--- src/shared/bbs_pkg.sv ---
`default_nettype none
package bbs_pkg;
  // Register byte offsets
  localparam logic [7:0] XLAT_OFS = 8'hA8;
  localparam logic [7:0] SETUP_OFS = 8'hAC;
  localparam logic [7:0] CAPHDR_OFS = 8'hB0;
  localparam logic [7:0] DEVCAP_OFS = 8'hB4;
  localparam logic [7:0] WBASE_OFS = 8'hE0;
  // Setup word fields
  localparam int SETUP_TYPE_BIT = 0;
  localparam int SETUP_ATYPE_LSB = 1;
  localparam int SETUP_PREF_BIT = 3;
  localparam int SETUP_SIZE_LSB = 6;
  localparam int SETUP_SIZE_MSB = 30;
  localparam int SETUP_EN_BIT = 31;
  localparam logic [31:0] SETUP_RST = 32'h0000_0000;
  localparam logic [31:0] SETUP_KEEP = 32'hFFFF_FFCE;
  localparam logic [1:0] ATYPE_32 = 2'h0;
  localparam logic [1:0] ATYPE_64 = 2'h1;
  localparam logic [31:0] WIN_LOW_MASK = 32'h0000_003F;
  // Capability header fields
  localparam int CAP_ID_LSB = 0;
  localparam int CAP_NEXT_LSB = 8;
  localparam int CAP_VER_LSB = 16;
  localparam int CAP_PTYPE_LSB = 20;
  localparam int CAP_SLOT_BIT = 24;
  localparam int CAP_MSG_LSB = 25;
  localparam logic [7:0] CAP_ID_VAL = 8'h10;
  localparam logic [7:0] CAP_NEXT_VAL = 8'hD8;
  localparam logic [3:0] CAP_VER_VAL = 4'h1;
  localparam logic [3:0] PTYPE_FWD = 4'h7;
  localparam logic [3:0] PTYPE_REV = 4'h8;
  localparam logic [4:0] CAP_MSG_VAL = 5'h00;
  // Device capability fields
  localparam int DC_MPS_LSB = 0;
  localparam int DC_PHANTOM_LSB = 3;
  localparam int DC_TAG_BIT = 5;
  localparam int DC_L0S_LSB = 6;
  localparam int DC_L1_LSB = 9;
  localparam logic [2:0] DC_MPS_RST = 3'h1;
  localparam logic [1:0] DC_PHANTOM_VAL = 2'h0;
  localparam logic DC_TAG_VAL = 1'b1;
  localparam logic [2:0] L0S_LT_64NS = 3'h0;
  localparam logic [2:0] L0S_512NS_1US = 3'h4;
  localparam logic [2:0] DC_L1_RST = 3'h0;
  localparam logic [31:0] XLAT_RST = 32'h0000_0000;
  localparam logic [31:0] WBASE_RST = 32'h0000_0000;
  localparam logic [31:0] UNMAPPED_RD = 32'h0000_0000;
  typedef enum logic [1:0] {
    ST_IDLE = 2'b01,
    ST_ACK = 2'b10
  } bbs_state_t;
endpackage
`default_nettype wire

--- src/rtl/bbs_regs.sv ---
// Decided for this implementation: the Avalon-MM slave port.
`timescale 1ns/1ps
`default_nettype none
// How it works
// - Type-selector bit of the setup word always reads zero; writes never change it.
// - Address-type field: 00 means 32-bit, 01 means 64-bit; separate prefetchable flag.
// - With setup bit 31 set, each set size bit 30..6 makes the matching base bit writable, clear ones read-only.
// - Setup bit 31 enables the base register; clear means window decodes nothing.
// - Capability header low byte reads 10h, version nibble 19..16 reads 1h.
// - Header bits 15..8 read D8h, pointing to the product-data capability.
// - Port type reads 0111 as forward bridge, 1000 as reverse bridge.
// - Slot-implemented bit 24 reads 0 forward, 1 reverse.
// - Phantom-function field bits 4..3 reads 00.
// - Device capability bit 5 reads 1: extended 8-bit tag supported.
// - L0s latency bits 8..6 use doubling range codes, 000 below 64 ns.
// - Translated base bits 31..6 supply the window address, size bits pick used bits.
module bbs_regs #(
  parameter logic [2:0] L0S_CODE = bbs_pkg::L0S_LT_64NS,
  parameter logic [2:0] MPS_CODE = bbs_pkg::DC_MPS_RST
) (
  input wire logic ref_clk,
  input wire logic rstn,
  input wire logic ce,
  input wire logic [7:0] address,
  input wire logic read,
  input wire logic write,
  input wire logic [31:0] writedata,
  input wire logic [3:0] byteenable,
  output logic [31:0] readdata,
  output logic waitrequest,
  input wire logic strap_load,
  input wire logic strap_reverse,
  input wire logic [31:0] strap_writable,
  input wire logic [31:0] local_addr,
  output logic win_hit,
  output logic [31:0] win_xlat_addr,
  output logic reverse_mode
);
  import bbs_pkg::*;

  bbs_state_t state;
  bbs_state_t next_state;
  logic [31:0] setup;
  logic [31:0] xlat;
  logic [31:0] wbase;
  logic rev;

  function automatic logic [31:0] be_merge(input logic [31:0] old, input logic [31:0] nw,
                                           input logic [3:0] be, input logic [31:0] wmask);
    logic [31:0] bmask;
    bmask = {{8{be[3]}}, {8{be[2]}}, {8{be[1]}}, {8{be[0]}}} & wmask;
    return (old & ~bmask) | (nw & bmask);
  endfunction

  wire logic req = read | write;
  wire logic in_ack = (state == ST_ACK);
  wire logic hit_xlat = (address == XLAT_OFS);
  wire logic hit_setup = (address == SETUP_OFS);
  wire logic hit_cap = (address == CAPHDR_OFS);
  wire logic hit_dev = (address == DEVCAP_OFS);
  wire logic hit_wbase = (address == WBASE_OFS);
  wire logic wr_go = ce & in_ack & write;

  wire logic win_en = setup[SETUP_EN_BIT];
  // Window mask: base bit 31 plus every enabled size bit
  wire logic [31:0] size_mask = {1'b1, setup[SETUP_SIZE_MSB:SETUP_SIZE_LSB], 6'h00};
  wire logic [31:0] wbase_wmask = win_en ? size_mask : 32'h0000_0000;
  wire logic [31:0] wbase_rd = win_en ? {wbase[31:6] & size_mask[31:6], 2'b00, setup[3:1], 1'b0} :
                               32'h0000_0000;
  wire logic [31:0] xlat_rd = {xlat[31:6], 6'h00};

  wire logic [31:0] setup_rd = setup & SETUP_KEEP;
  wire logic [3:0] ptype = rev ? PTYPE_REV : PTYPE_FWD;
  wire logic [31:0] cap_rd = {2'b00, CAP_MSG_VAL, rev, ptype, CAP_VER_VAL, CAP_NEXT_VAL,
                              CAP_ID_VAL};
  wire logic [31:0] dev_rd = {20'h00000, DC_L1_RST, L0S_CODE, DC_TAG_VAL,
                              DC_PHANTOM_VAL, MPS_CODE};

  wire logic [31:0] rd_mux = hit_xlat ? xlat_rd :
                             hit_setup ? setup_rd :
                             hit_cap ? cap_rd :
                             hit_dev ? dev_rd :
                             hit_wbase ? wbase_rd : UNMAPPED_RD;

  wire logic [31:0] next_xlat = be_merge(xlat, writedata, byteenable, ~WIN_LOW_MASK);
  wire logic [31:0] next_wbase = be_merge(wbase, writedata, byteenable, wbase_wmask);
  // Strap word drops the type selector and reserved bits
  wire logic [31:0] next_setup = strap_writable & SETUP_KEEP;
  wire logic hit_now = win_en & (((local_addr ^ wbase) & size_mask) == 32'h0000_0000);
  wire logic [31:0] xlat_now = (local_addr & ~size_mask) | (xlat & size_mask);

  always_comb begin
    next_state = state;
    case (state)
      ST_IDLE: begin
        if (req) begin
          next_state = ST_ACK;
        end
      end
      ST_ACK: begin
        next_state = ST_IDLE;
      end
      default: begin
        next_state = ST_IDLE;
      end
    endcase
  end

  always_ff @(posedge ref_clk or negedge rstn) begin
    if (!rstn) begin
      state <= ST_IDLE;
      waitrequest <= 1'b1;
      readdata <= 32'h0000_0000;
    end else if (ce) begin
      state <= next_state;
      waitrequest <= ~(state == ST_IDLE && req);
      readdata <= rd_mux;
    end
  end

  // Strap path is the only loader of the setup word and the port mode
  always_ff @(posedge ref_clk or negedge rstn) begin
    if (!rstn) begin
      setup <= SETUP_RST;
      rev <= 1'b0;
    end else if (ce && strap_load) begin
      setup <= next_setup;
      rev <= strap_reverse;
    end
  end

  always_ff @(posedge ref_clk or negedge rstn) begin
    if (!rstn) begin
      xlat <= XLAT_RST;
      wbase <= WBASE_RST;
    end else if (wr_go) begin
      if (hit_xlat) begin
        xlat <= next_xlat;
      end
      if (hit_wbase) begin
        wbase <= next_wbase;
      end
    end
  end

  always_ff @(posedge ref_clk or negedge rstn) begin
    if (!rstn) begin
      win_hit <= 1'b0;
      win_xlat_addr <= 32'h0000_0000;
      reverse_mode <= 1'b0;
    end else if (ce) begin
      win_hit <= hit_now;
      win_xlat_addr <= xlat_now;
      reverse_mode <= rev;
    end
  end

  // Checks
  type_zero_a: assert property (@(posedge ref_clk) disable iff (!rstn)
    (in_ack && read && hit_setup && ce) |=> (readdata[SETUP_TYPE_BIT] == 1'b0))
    else $error("setup type bit read nonzero");

  setup_hold_a: assert property (@(posedge ref_clk) disable iff (!rstn)
    !strap_load |=> $stable(setup))
    else $error("setup changed without strap load");

  base_ro_a: assert property (@(posedge ref_clk) disable iff (!rstn)
    (wr_go && hit_wbase) |=> ((wbase & ~$past(wbase_wmask)) == ($past(wbase) & ~$past(wbase_wmask))))
    else $error("read-only base bit was written");

  win_off_a: assert property (@(posedge ref_clk) disable iff (!rstn)
    (ce && !win_en) |=> !win_hit)
    else $error("disabled window decoded an address");

  cap_hdr_a: assert property (@(posedge ref_clk) disable iff (!rstn)
    (ce && in_ack && read && hit_cap) |=>
    (readdata[7:0] == 8'h10 && readdata[19:16] == 4'h1 && readdata[15:8] == 8'hD8))
    else $error("capability header constants wrong");

  port_type_a: assert property (@(posedge ref_clk) disable iff (!rstn)
    (ce && in_ack && read && hit_cap) |=>
    (readdata[23:20] == ($past(rev) ? 4'h8 : 4'h7) && readdata[24] == $past(rev)))
    else $error("port type or slot bit does not follow strap");

  dev_cap_a: assert property (@(posedge ref_clk) disable iff (!rstn)
    (ce && in_ack && read && hit_dev) |=> (readdata[4:3] == 2'b00 && readdata[5] == 1'b1))
    else $error("phantom or tag field wrong");

  one_ack_a: assert property (@(posedge ref_clk) disable iff (!rstn)
    (ce && !waitrequest) |=> waitrequest)
    else $error("waitrequest low for more than one cycle");

  ack_time_a: assert property (@(posedge ref_clk) disable iff (!rstn)
    (ce && state == ST_IDLE && req) ##1 ce |-> !waitrequest)
    else $error("request not answered in one cycle");

  cap_id_a: assert property (@(posedge ref_clk) disable iff (!rstn)
    (ce && hit_cap) |=>
    (readdata[7:0] == 8'h10))
    else $error("capability id wrong");

  cap_ver_a: assert property (@(posedge ref_clk) disable iff (!rstn)
    (ce && hit_cap) |=>
    (readdata[19:16] == 4'h1))
    else $error("capability version wrong");

  next_ptr_a: assert property (@(posedge ref_clk) disable iff (!rstn)
    (ce && hit_cap) |=>
    (readdata[15:8] == 8'hD8))
    else $error("next capability pointer wrong");

  fwd_type_a: assert property (@(posedge ref_clk) disable iff (!rstn)
    (ce && hit_cap && !rev) |=>
    (readdata[23:20] == 4'h7))
    else $error("forward port type wrong");

  rev_type_a: assert property (@(posedge ref_clk) disable iff (!rstn)
    (ce && hit_cap && rev) |=>
    (readdata[23:20] == 4'h8))
    else $error("reverse port type wrong");

  slot_bit_a: assert property (@(posedge ref_clk) disable iff (!rstn)
    (ce && hit_cap) |=>
    (readdata[CAP_SLOT_BIT] == $past(rev)))
    else $error("slot implemented bit wrong");

  phantom_field_a: assert property (@(posedge ref_clk) disable iff (!rstn)
    (ce && hit_dev) |=>
    (readdata[4:3] == 2'b00))
    else $error("phantom function field wrong");

  ext_tag_a: assert property (@(posedge ref_clk) disable iff (!rstn)
    (ce && hit_dev) |=>
    (readdata[5] == 1'b1))
    else $error("extended tag bit wrong");

  l0s_code_a: assert property (@(posedge ref_clk) disable iff (!rstn)
    (ce && hit_dev) |=>
    (readdata[8:6] == L0S_CODE))
    else $error("latency code wrong");

  dev_upper_a: assert property (@(posedge ref_clk) disable iff (!rstn)
    (ce && hit_dev) |=>
    (readdata[31:9] == 23'h000000))
    else $error("device capability upper bits wrong");

  setup_type_a: assert property (@(posedge ref_clk) disable iff (!rstn)
    (ce && hit_setup) |=>
    (readdata[0] == 1'b0))
    else $error("setup type bit nonzero");

  setup_rsvd_a: assert property (@(posedge ref_clk) disable iff (!rstn)
    (ce && hit_setup) |=>
    (readdata[5:4] == 2'b00))
    else $error("setup reserved bits nonzero");

  setup_attr_a: assert property (@(posedge ref_clk) disable iff (!rstn)
    (ce && hit_setup) |=>
    (readdata[3:1] == $past(setup[3:1])))
    else $error("address type or prefetch bit wrong");

  setup_size_a: assert property (@(posedge ref_clk) disable iff (!rstn)
    (ce && hit_setup) |=>
    (readdata[31:6] == $past(setup[31:6])))
    else $error("size or enable bits wrong");

  type_reg_a: assert property (@(posedge ref_clk) disable iff (!rstn)
    (setup[SETUP_TYPE_BIT] == 1'b0))
    else $error("stored type bit nonzero");

  strap_copy_a: assert property (@(posedge ref_clk) disable iff (!rstn)
    (ce && strap_load) |=>
    (setup == ($past(strap_writable) & 32'hFFFF_FFCE)))
    else $error("strap word not loaded");

  strap_mode_a: assert property (@(posedge ref_clk) disable iff (!rstn)
    (ce && strap_load) |=>
    (rev == $past(strap_reverse)))
    else $error("strap mode not loaded");

  mode_out_a: assert property (@(posedge ref_clk) disable iff (!rstn)
    ce |=>
    (reverse_mode == $past(rev)))
    else $error("mode output does not follow strap");

  ce_freeze_a: assert property (@(posedge ref_clk) disable iff (!rstn)
    !ce |=>
    ($stable(setup) && $stable(rev) && $stable(xlat) && $stable(wbase) && $stable(state)))
    else $error("state moved while clock enable low");

  out_freeze_a: assert property (@(posedge ref_clk) disable iff (!rstn)
    !ce |=>
    ($stable(readdata) && $stable(waitrequest) && $stable(win_hit) && $stable(win_xlat_addr)))
    else $error("output moved while clock enable low");

  xlat_low_a: assert property (@(posedge ref_clk) disable iff (!rstn)
    (ce && hit_xlat) |=>
    (readdata[5:0] == 6'h00))
    else $error("translated base low bits nonzero");

  xlat_hold_a: assert property (@(posedge ref_clk) disable iff (!rstn)
    !(wr_go && hit_xlat) |=>
    $stable(xlat))
    else $error("translated base changed without write");

  base_hold_a: assert property (@(posedge ref_clk) disable iff (!rstn)
    !(wr_go && hit_wbase) |=>
    $stable(wbase))
    else $error("window base changed without write");

  base_off_a: assert property (@(posedge ref_clk) disable iff (!rstn)
    (ce && hit_wbase && !win_en) |=>
    (readdata == 32'h0000_0000))
    else $error("disabled window base reads nonzero");

  base_mask_a: assert property (@(posedge ref_clk) disable iff (!rstn)
    (ce && hit_wbase) |=>
    ((readdata[30:6] & ~$past(setup[30:6])) == 25'h0000000))
    else $error("read-only base bit reads nonzero");

  xlat_pass_a: assert property (@(posedge ref_clk) disable iff (!rstn)
    ce |=>
    ((win_xlat_addr & ~$past(size_mask)) == ($past(local_addr) & ~$past(size_mask))))
    else $error("untranslated address bits wrong");

  xlat_sub_a: assert property (@(posedge ref_clk) disable iff (!rstn)
    ce |=>
    ((win_xlat_addr & $past(size_mask)) == ($past(xlat) & $past(size_mask))))
    else $error("translated address bits wrong");

  hit_msb_a: assert property (@(posedge ref_clk) disable iff (!rstn)
    (ce && (local_addr[31] != wbase[31])) |=>
    !win_hit)
    else $error("window hit with top bit mismatch");

  wait_idle_a: assert property (@(posedge ref_clk) disable iff (!rstn)
    (ce && state == ST_IDLE && !req) |=>
    waitrequest)
    else $error("waitrequest low without request");

  unmapped_read_a: assert property (@(posedge ref_clk) disable iff (!rstn)
    (ce && !(hit_xlat || hit_setup || hit_cap || hit_dev || hit_wbase)) |=>
    (readdata == 32'h0000_0000))
    else $error("unmapped address reads nonzero");

endmodule
`default_nettype wire

--- config.mk ---
export PLATFORM = sky130hd
export DESIGN_NAME = bbs_regs
export DESIGN_NICKNAME = d
export VERILOG_FILES = /design/src/shared/bbs_pkg.sv /design/src/rtl/bbs_regs.sv
export SDC_FILE = /design/constraint.sdc
export NUM_CORES = 1
export LEC_CHECK = 0
export ABC_AREA = 1
export BUFFER_PORTS_ARGS = -buffer_cell sky130_fd_sc_hd__buf_2
export CAP_MARGIN = 20
export CORE_UTILIZATION = 49
export DETAILED_ROUTE_END_ITERATION = 6
export PLACE_DENSITY = 0.88
export SLEW_MARGIN = 20
export SYNTH_ARGS = -nofsm -noshare
export SYNTH_HDL_FRONTEND = slang
export SYNTH_SLANG_ARGS = --single-unit
--- constraint.sdc ---
create_clock -name ref_clk -period 1.4 [get_ports ref_clk]
set_input_delay 0.14 -clock ref_clk [delete_from_list [all_inputs] [get_ports ref_clk]]
set_output_delay 0.14 -clock ref_clk [all_outputs]
set_load 0.02 [all_outputs]
==> impl_summary.md, run 1 <==
Yosys
The share of synthesized area in the top cell type comes to 48.48%. The total nets after synthesis is 1089. The number of different library cells in the post-synthesis netlist is 35. The synthesis warning total is 0.

The number of synthesized flops with an enable pin is 0. After synthesis, the share of flip-flops with an asynchronous set or reset is 100.0%. The synthesized area is 7640 µm². By area the synthesized netlist is led by sky130_fd_sc_hd__dfrtp_1 48%, sky130_fd_sc_hd__nand2_1 13%, sky130_fd_sc_hd__nor2_1 5.7%.

The dominant synthesized flop cell is sky130_fd_sc_hd__dfrtp_1. Counting every instance in the synthesized netlist gives 974. Sorting the synthesized cells by how often they occur yields 260 x sky130_fd_sc_hd__nand2_1, 148 x sky130_fd_sc_hd__dfrtp_1, 115 x sky130_fd_sc_hd__nor2_1, 106 x sky130_fd_sc_hd__inv_1. The fraction of the yosys area taken by sequential cells is 49.16%. Synthesis inferred 150 register bits.

In the post-synthesis netlist, the cell with the most instances is sky130_fd_sc_hd__nand2_1. After synthesis, the mean cell area works out to 7.844 µm². The synthesized design spends more area on one cell type than any other, namely sky130_fd_sc_hd__dfrtp_1.

Finish
The final design utilization is 68.19%. The post-synthesis to final-layout area growth is 35.69%. After the last flow step, the layout net total stands at 1352. The share of cells above drive strength 1 is 26.50%.

After filler insertion, the fill cell instance count of the layout stands at 1124. The number of standard cells in the final layout excluding fillers is 1438.

Clocking
At the later pin of the worst-skew pair, clock insertion delay measures 0.43 ns. The clock passes through at most 2 buffers. The buffer type at the clock tree root is sky130_fd_sc_hd__clkbuf_16. TritonCTS built the clock tree. The clock drives 150 sinks. The number of H-tree levels is 4.

Clock-pin slew was measured on the worst setup and hold paths at 0.06 ns. Buffers inserted during clock tree synthesis total 17.

Route
Detailed routing inserted a total of 8056 vias. Once detail routing completed, the nets flagged for antenna violations numbered 0. The ratio of routed vias to standard cells is 5.602. In this run, the number of DRC markers left after iteration 0 of detailed routing was 882. The number of iterations in the first detailed-routing pass is 5.

The final layout contains routed wiring with a total length of 25.12 mm. The DRC violations left is 0. The average routed wire per standard cell is 17.47 µm.

STA
The number of hold violations in the final report came to 0. Setup violations remaining at the end of the flow were counted as 5. The setup skew after layout is 0.01096 ns. The final number of max-transition violations is 0. The relative slew slack is 68.25%. The worst path uses 101.3% of the clock period. The peak clock frequency supported by timing is 705.4 MHz.

Setup slack on the critical path of the routed design comes to -0.01764 ns. Setup repair after global routing could not meet its margin everywhere. The final-layout setup total negative slack is -0.04642 ns. Subtracting the final worst setup slack from the clock period gives 1.418 ns. The transition at the pin with the smallest max-transition slack is 0.4713 ns.

Die
In this run the standard cell core region covers 15200 µm². 182 I/O pins were placed. The number of placement rows is 45.

The overall die height is 126.9 µm. The horizontal extent of the die is 126.9 µm. The floorplan step defined a die boundary enclosing 16090 µm². The initial core utilization is 50.26%.

Status
The run finished, with violations left. The final reports fail on setup timing.

Global route
The pin count of the biggest net entering global routing is 56. The number of global-route vias before repair is 8024. The global-route congestion overflow total is 0. The initial antenna violation count is 1.

The combined global-route utilization of all metal layers is 31.81%. The first global-routing pass estimated 39.23 mm of wire.

Worst hold path
In this run the worst hold path is classified as primary input to register. The worst hold path was traced through 3 stages.

Critical path
The startpoint class of the critical path is a register. Along the worst path, the maximum fanout reaches 8. The worst-case reg-to-reg path depth is 7. The data arrival at the endpoint of the critical path is 1.72 ns. The worst setup path is captured at a register.

The classification of the worst setup path is register to register. For the worst setup path, the data required time is 1.70 ns.

Power
The worst-case IR drop observed on VDD is 0.0008607 V. The total power is 0.01146 W. The reported leakage power is 5.379 nW.

Power spread over the standard cell area amounts to 1105 nW/µm².

Placed design
In this run, placement finished with an instance count of 1337. The number of port buffers is 172. After legalization and detailed placement, the total HPWL measured 15.77 mm. The congestion estimate from routability-driven global placement came to 0.8445. The setup slack after placement is -0.04980 ns.

Run
Max-cap violations in this run came to 0.
[repair_timing]
action / CTS / global route
setup endpoints to repair: 10 / 53
hold endpoints to repair: 220 / 0
resized for setup: 3 / 23
hold buffers: 59 / 0
pin swaps: 0 / 7
buffers inserted: 1 / 6
cloned: 1 / 2
[cell type report]
type,instances,area (µm²),share of cell area [%]
Antenna cell,1,2.502,0.02414
Clock buffer,21,460.4,4.442
Clock inverter,10,152.6,1.473
Inverter,117,454.2,4.381
Multi-Input combinational cell,673,3324,32.07
Sequential cell,150,3756,36.23
Tap cell,188,235.2,2.269
Timing Repair Buffer,278,1981,19.11
[metal layers]
| metal | vias to the layer above | global-route usage, % | share of wire (%) |
|---|---|---|---|
| li1 | 3650 | - | - |
| met1 | 3758 | 36.45 | 38 |
| met2 | 523 | 51.81 | 47 |
| met3 | 125 | 8.899 | 9.6 |
| met4 | 0 | 21.99 | 5.5 |
| met5 | - | 0 | 0 |
[per-stage QoR]
step	hold slack, ns	area (µm²)
CTS	0.002383	10210
floorplan	-0.1556	7640
global route	0.02358	10370
global placement	-0.002297	8955
finish	0.02038	10370
detailed placement	-0.004613	8955
[final timing paths]
kind                                               from                      end  slack (ns)
worst max-delay path               state[0]$_DFFE_PN1P_                 register       -0.02
worst min-delay path                 strap_writable[31]    setup[31]$_DFFE_PN0P_        0.02
worst max register to register     state[0]$_DFFE_PN1P_                 register       -0.02
worst min register to register  waitrequest$_DFFE_PN1P_  waitrequest$_DFFE_PN1P_        0.46
max in group asynchronous                          rstn     setup[6]$_DFFE_PN0P_        0.70
min in group asynchronous                          rstn                async pin        0.11
[cell families (layout without fill, tap and decap cells)]
group | after synthesis | count (layout) | share of synthesized area [%]
AND/OR/NAND/NOR | 495 | 497 | 28.28
other | 0 | 1 | 0
buffers and inverters | 153 | 426 | 8.516
multiplexers | 16 | 16 | 2.358
flip-flops | 150 | 150 | 49.16
AO/OA/AOI/OAI | 160 | 160 | 11.68
[report_power, final]
group | switching, W | leakage (nW) | internal (W)
clock network | 0.00179 | 0.302 | 0.00305
registers | 0.000237 | 1.81 | 0.00461
logic | 0.00108 | 3.27 | 0.000691
total | 0.00311 | 5.38 | 0.00835
[critical path: stages (launching register included)]
cell	delay, ns
sky130_fd_sc_hd__dfstp_2	0.36
sky130_fd_sc_hd__inv_2	0.07
sky130_fd_sc_hd__nand4_4	0.20
sky130_fd_sc_hd__nor2_8	0.23
sky130_fd_sc_hd__buf_12	0.16
sky130_fd_sc_hd__nand3b_1	0.11
sky130_fd_sc_hd__nand2_1	0.08
sky130_fd_sc_hd__o21ai_1	0.07
[cell usage in the layout (no fill, tap or decap), drive strengths merged]
cell	n
bufinv	4
inv	115
a21oi	55
nand4	9
nor2	120
o21ai	91
clkbuf	22
or2	1
mux2	16
dfrtp	148
nand2	265
nor3	19
nand3	75
buf	218
dfstp	2
dlygate4sd3	59
clkinv	6
nand3b	8
clkinvlp	2
o21a	8
diode	1
o22ai	6
No activity file was read; power rests on OpenSTA's default activity.
==> inputs of run 2 (changes only) <==
--- a/config.mk
+++ b/config.mk
@@ -6,11 +6,11 @@
 export NUM_CORES = 1
 export LEC_CHECK = 0
 export ABC_AREA = 1
-export BUFFER_PORTS_ARGS = -buffer_cell sky130_fd_sc_hd__buf_2
 export CAP_MARGIN = 20
-export CORE_UTILIZATION = 49
+export CORE_UTILIZATION = 50
 export DETAILED_ROUTE_END_ITERATION = 6
-export PLACE_DENSITY = 0.88
+export DONT_BUFFER_PORTS = 1
+export PLACE_DENSITY = 0.79
 export SLEW_MARGIN = 20
 export SYNTH_ARGS = -nofsm -noshare
 export SYNTH_HDL_FRONTEND = slang
==> impl_summary.md, run 2 (synthesized netlist as in run 1, its figures left out) <==
Status
The run finished, with violations left. The checks that failed: DRC, hold timing.

Global route
The initial antenna violation count was 0 (-1). The number of global-route vias before repair is 7132 (-11%). The combined global-route utilization of all metal layers was 29.75% (-2.1 points). The first-pass GRT wire length is 35.89 mm (-8.5%). The global-route congestion overflow total is 0 (unchanged). The pin count of the biggest net entering global routing was 151 (+170%).

STA
The part of the cycle the worst path needs came to 97.96% (-3.3 points). The setup-violating endpoint count in the final report came to 0 (-5). The post-layout minimum cycle time is 1.371 ns (-0.04615 ns). The transition at the pin with the smallest max-transition slack is 0.5724 ns (+0.1011 ns). The number of hold violations in the final report is 151 (+151). The final number of max-transition violations was 0 (unchanged). The final worst setup slack is 0.02852 ns (+0.04615 ns).

The final-layout setup total negative slack is 0 ns (+0.04642 ns). The peak clock frequency supported by timing came to 729.1 MHz (+3.4%). The setup skew after layout is 0.01376 ns (+0.002800 ns). The relative slew slack is 61.44% (-6.8 points).

The post-route worst hold slack was -0.5961 ns (-0.6165 ns).

Route
The number of iterations in the first detailed-routing pass is 7 (+2). The average routed wire per standard cell is 18.36 µm (+5.1%). The ratio of routed vias to standard cells was 5.667 (+1.2%). The number of nets with antenna violations after routing is 0 (unchanged). The final routed wirelength across all metal layers was 23.24 mm (-7.5%). The total vias in the final route came to 7174 (-11%). The DRC violations left is 14 (+14). The number of DRC violations after detailed-routing iteration 0 is 738 (-16%).

Die
The horizontal extent of the die was 125.6 µm (-0.99%). The number of placement rows is 44 (-2.2%). The die area is 15780 µm² (-2.0%). The total I/O pin count is 182 (unchanged). The overall die height is 125.6 µm (-0.99%). The core box area was 14700 µm² (-3.3%). The initial core utilization is 51.97% (+1.7 points).

Finish
Leaving out fill and tap cells, the most frequent cells in the layout are 259 x sky130_fd_sc_hd__nand2_1, 148 x sky130_fd_sc_hd__dfrtp_1, 114 x sky130_fd_sc_hd__nor2_1. Compared with the post-synthesis result, the final layout area differs by 23.75%. The number of nets in the layout is 1184 (-12%). The number of diodes is 0 (-1). The commonest non-fill, non-tap cell in the layout is sky130_fd_sc_hd__nand2_1. The share of cells above drive strength 1 is 11.83% (-15 points).

Critical path
The critical path's slowest cell is sky130_fd_sc_hd__dfrtp_1. The capturing element type of the critical path is a register. The maximum fanout along the worst path is 22 (+14). The largest stage delay on the critical path is 0.42 ns (+0.06 ns). Walking the worst path, the cells encountered are nand4_4, nor2_8, buf_12, nand3b_1, nand2_1, o21ai_1. The worst setup path is launched from a register. The buffer and inverter count on the worst path is 1 (-1). The data arrival at the endpoint of the critical path is 1.68 ns (-0.04 ns). The classification of the worst setup path is register to register.

The dominant delay contributor by cell family on the critical path is simple AND/OR/NAND/NOR gates. The most critical setup path has its startpoint at state[1]$_DFFE_PN0P_. The worst register-to-register path begins at state[1]$_DFFE_PN0P_.

The data required time of the worst path is 1.71 ns (about the same).

Clocking
The maximum number of buffers from clock root to sink is 2 (unchanged). The CTS buffer count is 17 (unchanged). The clock network latency to the later pin of the worst-skew pair was 0.43 ns (about the same).

The clock transition at the registers of the reported paths was 0.07 ns (about the same). The cell sitting at the root of the clock tree is a sky130_fd_sc_hd__clkbuf_16. The number of H-tree levels is 4 (unchanged). The clock tree from TritonCTS is built. The number of clock sinks was 150 (unchanged).

Power
The reported leakage power is 4.596 nW (-15%). The total power divided by cell area is 1151 nW/µm² (+4.2%). The highest ir drop seen on vdd is 0.0007791 V (-9.5%).

Placed design
The number of port buffers is 0 (-100%). The HPWL reported at the end of detailed placement was 14.32 mm (-9.2%). The placer's final routability congestion estimate is 0.8453 (about the same).

The setup slack after placement is -0.006714 ns (+0.04309 ns).

Worst hold path
The worst hold path belongs to the class primary input to async pin.

Run
The count of max-cap constraint violations is 0 (unchanged).
==> run 2: report_power, final <==
part	leakage, nW	switching (W)	total (W)	internal, W
Combinational	2.49	0.000649	0.00115	0.000498
Clock	0.291	0.00185	0.00470	0.00285
Sequential	1.81	0.000434	0.00504	0.00461
==> run 2: layout make-up <==
class	count	area, µm²
Timing Repair Buffer	109	1104
Fill cell	1185	5245
Inverter	117	449.2
Tap cell	184	230.2
Multi-Input combinational cell	674	3317
Sequential cell	150	3756
Clock inverter	12	151.4
Clock buffer	20	446.7
==> run 2: final timing paths <==
kind                                                end  slack, ns  depth (start not counted)
worst min register to register  readdata[3]$_DFFE_PN0P_       0.50                          2
worst max-delay path                           register       0.03                          6
min in group ref_clk                           register      -0.01                          2
worst max register to register                 register       0.03                          6
worst min-delay path                          async pin      -0.60                          0
max in group asynchronous          state[0]$_DFFE_PN1P_       1.70                          0
==> run 2: repair_timing <==
action                                 in CTS  in global routing
endpoints found under the hold margin     286                173
gates cloned                                0                  3
setup buffers                               0                  0
hold buffers                               84                  3
gates resized for setup                     2                 11
setup endpoints to repair                   6                 49
pin swaps                                   0                  3
==> run 2: routing by layer <==
metal	track usage (%)	wire, µm	up-vias
met3	8.539	2007	86
met1	36.65	9144	3395
met5	0	0	-
li1	-	-	3328
met2	47.71	11010	365
met4	15.42	1083	0
==> run 2: through the flow <==
step	util (%)	hold slack, ns	cell area, µm²	instances	total power, W
after floorplan	-	-0.1556	7640	974	0.005697
after global placement	53.61	-0.1494	7880	1144	0.005907
after detailed placement	53.61	-0.1509	7880	1144	0.005950
after CTS	63.54	-0.6106	9340	1260	0.01087
after global routing	64.32	-0.6113	9454	1266	0.01126
final	64.32	-0.5961	9454	1266	0.01088
==> run 2: worst register-to-register path: cells and delay by family (launching register included) <==
kind / cells / cell delay (ns)
AOI/OAI and AO/OA: 1 / 0.07
buffers and inverters: 1 / 0.18
DFF: 1 / 0.42
and+or+nand+nor: 4 / 0.60
==> inputs of run 3 (changes only) <==
--- a/config.mk
+++ b/config.mk
@@ -6,10 +6,11 @@
 export NUM_CORES = 1
 export LEC_CHECK = 0
 export ABC_AREA = 1
-export CAP_MARGIN = 20
+export CAP_MARGIN = 10
 export CORE_UTILIZATION = 50
 export DETAILED_ROUTE_END_ITERATION = 6
 export DONT_BUFFER_PORTS = 1
+export MAX_ROUTING_LAYER = met4
 export PLACE_DENSITY = 0.79
 export SLEW_MARGIN = 20
 export SYNTH_ARGS = -nofsm -noshare
==> impl_summary.md, run 3 (synthesized netlist as in run 1, its figures left out) <==
Finish
The number of standard cells in the final layout excluding fillers is 1265 (-0.079%). The share of cells above drive strength 1 is 11.93% (+0.10 points). The number of diodes is 0 (unchanged).

The number of nets in the layout is 1183 (-0.084%). From synthesis to final layout, the design area changed by 23.58%. Leaving out fill and tap cells, the most frequent cell in the layout is sky130_fd_sc_hd__nand2_1.

The top cell types in the final layout, fill and taps aside, are 259 x sky130_fd_sc_hd__nand2_1, 148 x sky130_fd_sc_hd__dfrtp_1, 114 x sky130_fd_sc_hd__nor2_1. The final-layout fill cell count is 1178 (-0.59%). The design area came to 9442 µm² (-0.13%). The final design utilization is 64.23% (-0.085 points).

Clocking
The clock transition at the registers of the reported paths is 0.06 ns (about the same). TritonCTS built the clock tree. The clock network latency to the later pin of the worst-skew pair is 0.44 ns (about the same). The buffer type at the clock tree root is sky130_fd_sc_hd__clkbuf_16. The number of clock sinks is 150 (unchanged).

The CTS buffer count is 17 (unchanged). The maximum number of buffers from clock root to sink is 2 (unchanged). The number of H-tree levels is 4 (unchanged).

Die
The initial core utilization was 51.97% (unchanged). The total I/O pin count is 182 (unchanged). The overall die height was 125.6 µm (unchanged).

The number of placement rows is 44 (unchanged). The core box area was 14700 µm² (unchanged). The die area is 15780 µm² (unchanged).

The horizontal extent of the die is 125.6 µm (unchanged).

Power
The highest ir drop seen on vdd is 0.0007933 V (+1.8%). The proportion of power drawn by flip-flops and latches was 46.2% (about the same). The internal power was 0.007952 W (about the same). The switching part of the total is 27.03% (+0.10 points). The net switching component of the power was 0.002946 W (+0.51%). The proportion of power drawn by the clock network was 43.3% (about the same). The combinational share of power is 10.5% (about the same). The reported leakage power is 4.613 nW (+0.37%). The total power divided by cell area is 1154 nW/µm² (+0.26%).

The total power was 0.01090 W (+0.13%).

Status
The run finished, with violations left. The final reports fail on DRC, hold timing.

Critical path
The data arrival at the endpoint of the critical path came to 1.68 ns (about the same). The buffer and inverter count on the worst path was 1 (unchanged). Among all stages on the critical path, the largest delay is contributed by sky130_fd_sc_hd__dfrtp_1.

The worst-case reg-to-reg path depth is 5 (-1). The critical path goes through nand4_4, nor2_8, buf_12, nand3_1, o21a_1. STA classifies the critical path endpoint as a register. The dominant delay contributor by cell family on the critical path is simple AND/OR/NAND/NOR gates. The critical path is of the register to register type. The maximum fanout along the worst path is 10 (-55%).

The largest stage delay on the critical path came to 0.40 ns (-0.02 ns). The reg-to-reg setup timing slack is 0.03 ns (about the same). The worst setup path startpoint is state[1]$_DFFE_PN0P_. STA classifies the critical path startpoint as a register.

The startpoint identified for the worst register-to-register timing path is state[1]$_DFFE_PN0P_. The data required time of the worst path came to 1.72 ns (about the same).

Global route
The global-route congestion overflow total is 0 (unchanged). The first-pass GRT wire length was 35.86 mm (about the same). The initial antenna violation count is 0 (unchanged). The combined global-route utilization of all metal layers came to 30.66% (+0.91 points). The number of global-route vias before repair came to 7132 (unchanged). The pin count of the biggest net entering global routing came to 151 (unchanged).

STA
The transition at the pin with the smallest max-transition slack is 0.5792 ns (+0.006848 ns). The part of the cycle the worst path needs is 97.69% (-0.27 points). The peak clock frequency supported by timing is 731.2 MHz (+0.28%). Setup repair after global routing could not meet its margin everywhere.

The post-route worst hold slack is -0.5967 ns (-0.0005470 ns). The relative slew slack is 60.98% (-0.46 points). The final number of max-transition violations is 0 (unchanged).

The number of hold violations in the final report is 150 (-0.66%). The setup-violating endpoint count in the final report is 0 (unchanged). The setup skew after layout is 0.009331 ns (-0.004432 ns). The post-layout minimum cycle time is 1.368 ns (-0.003777 ns).

Route
The number of iterations in the first detailed-routing pass is 7 (unchanged). The final routed wirelength across all metal layers is 23.09 mm (-0.65%). The DRC violations left is 15 (+1).

The ratio of routed vias to standard cells is 5.647 (-0.35%). The average routed wire per standard cell came to 18.26 µm (-0.57%). The total vias in the final route came to 7143 (-0.43%). The number of nets with antenna violations after routing was 0 (unchanged).

The number of DRC violations after detailed-routing iteration 0 is 713 (-3.4%).

Placed design
The HPWL reported at the end of detailed placement is 14.32 mm (unchanged). The placer's final routability congestion estimate came to 0.8586 (+1.6%). The placed cell count came to 1144 (unchanged). The number of port buffers is 0 (unchanged). The cell area after placement was 7880 µm² (unchanged).

Worst hold path
The path type of the worst min-delay path is primary input to async pin.

Run
The count of max-cap constraint violations came to 0 (unchanged).
## run 3: changes by cell type in the layout (fill, tap and decap cells not counted), sizes merged
cell,delta
nand3,-2
dlygate4sd3,-2
clkbuf,+2
buf,+1
## run 3: how the worst max path moves through the flow
| stage | endpoint | slack [ns] | cells after the start |
|---|---|---|---|
| 5_1_grt | register | -0.02 | 7 |
| 2_1_floorplan | register | 0.13 | 7 |
| 3_5_place_dp | register | -0.007 | 6 |
| 3_3_place_gp | register | 0.009 | 6 |
| 6_report | register | 0.03 | 5 |
| 4_1_cts | register | 0.004 | 6 |
## run 3: layer usage
metal	GRT usage, %	up-vias	wire (µm)
met5	-	-	0
li1	-	3318	-
met4	14.85	0	967
met2	47.71	394	10960
met1	37.19	3355	9139
met3	7.986	76	2023
## run 3: what timing repair did
action | 4_1_cts | 5_1_grt
resized for setup | 2 | 6
buffers inserted | 0 | 1
endpoints found under the setup margin | 6 | 49
cloned | 0 | 3
pin swaps | 0 | 3
hold buffers | 84 | 1
endpoints found under the hold margin | 286 | 152
## run 3: worst register-to-register path, delay by kind of cell, from the launching register on
kind	cells	cell delay (ns)
compound gates	1	0.19
simple gates	3	0.50
buf+inv	1	0.17
flops	1	0.40
## run 3: stage by stage
| stage | worst slack [ns] | hold slack (ns) | TNS (ns) |
|---|---|---|---|
| 6_report | 0.03229 | -0.5967 | 0 |
| 3_5_place_dp | -0.006714 | -0.1509 | -0.01100 |
| 5_1_grt | -0.02178 | -0.6081 | -0.06099 |
| 2_1_floorplan | 0.1272 | -0.1556 | 0 |
| 4_1_cts | 0.003629 | -0.6106 | 0 |
| 3_3_place_gp | 0.009279 | -0.1494 | 0 |
## run 3: cell type report
class / instances / area [µm²] / share of cell area, %
timing repair buffer: 110 / 1141 / 12.09
tap: 184 / 230.2 / 2.438
clock inverter: 12 / 151.4 / 1.603
inverter: 117 / 449.2 / 4.757
sequential: 150 / 3756 / 39.78
clock buffer: 20 / 446.7 / 4.731
multi-input combinational: 672 / 3267 / 34.60
## run 3: power by group through the flow
stage	logic, W	registers, W	clock network, W
2_1_floorplan	0.000672	0.00502	0
3_3_place_gp	0.000818	0.00509	0
3_5_place_dp	0.000849	0.00510	0
4_1_cts	0.00110	0.00502	0.00474
5_1_grt	0.00126	0.00507	0.00492
6_report	0.00114	0.00504	0.00472
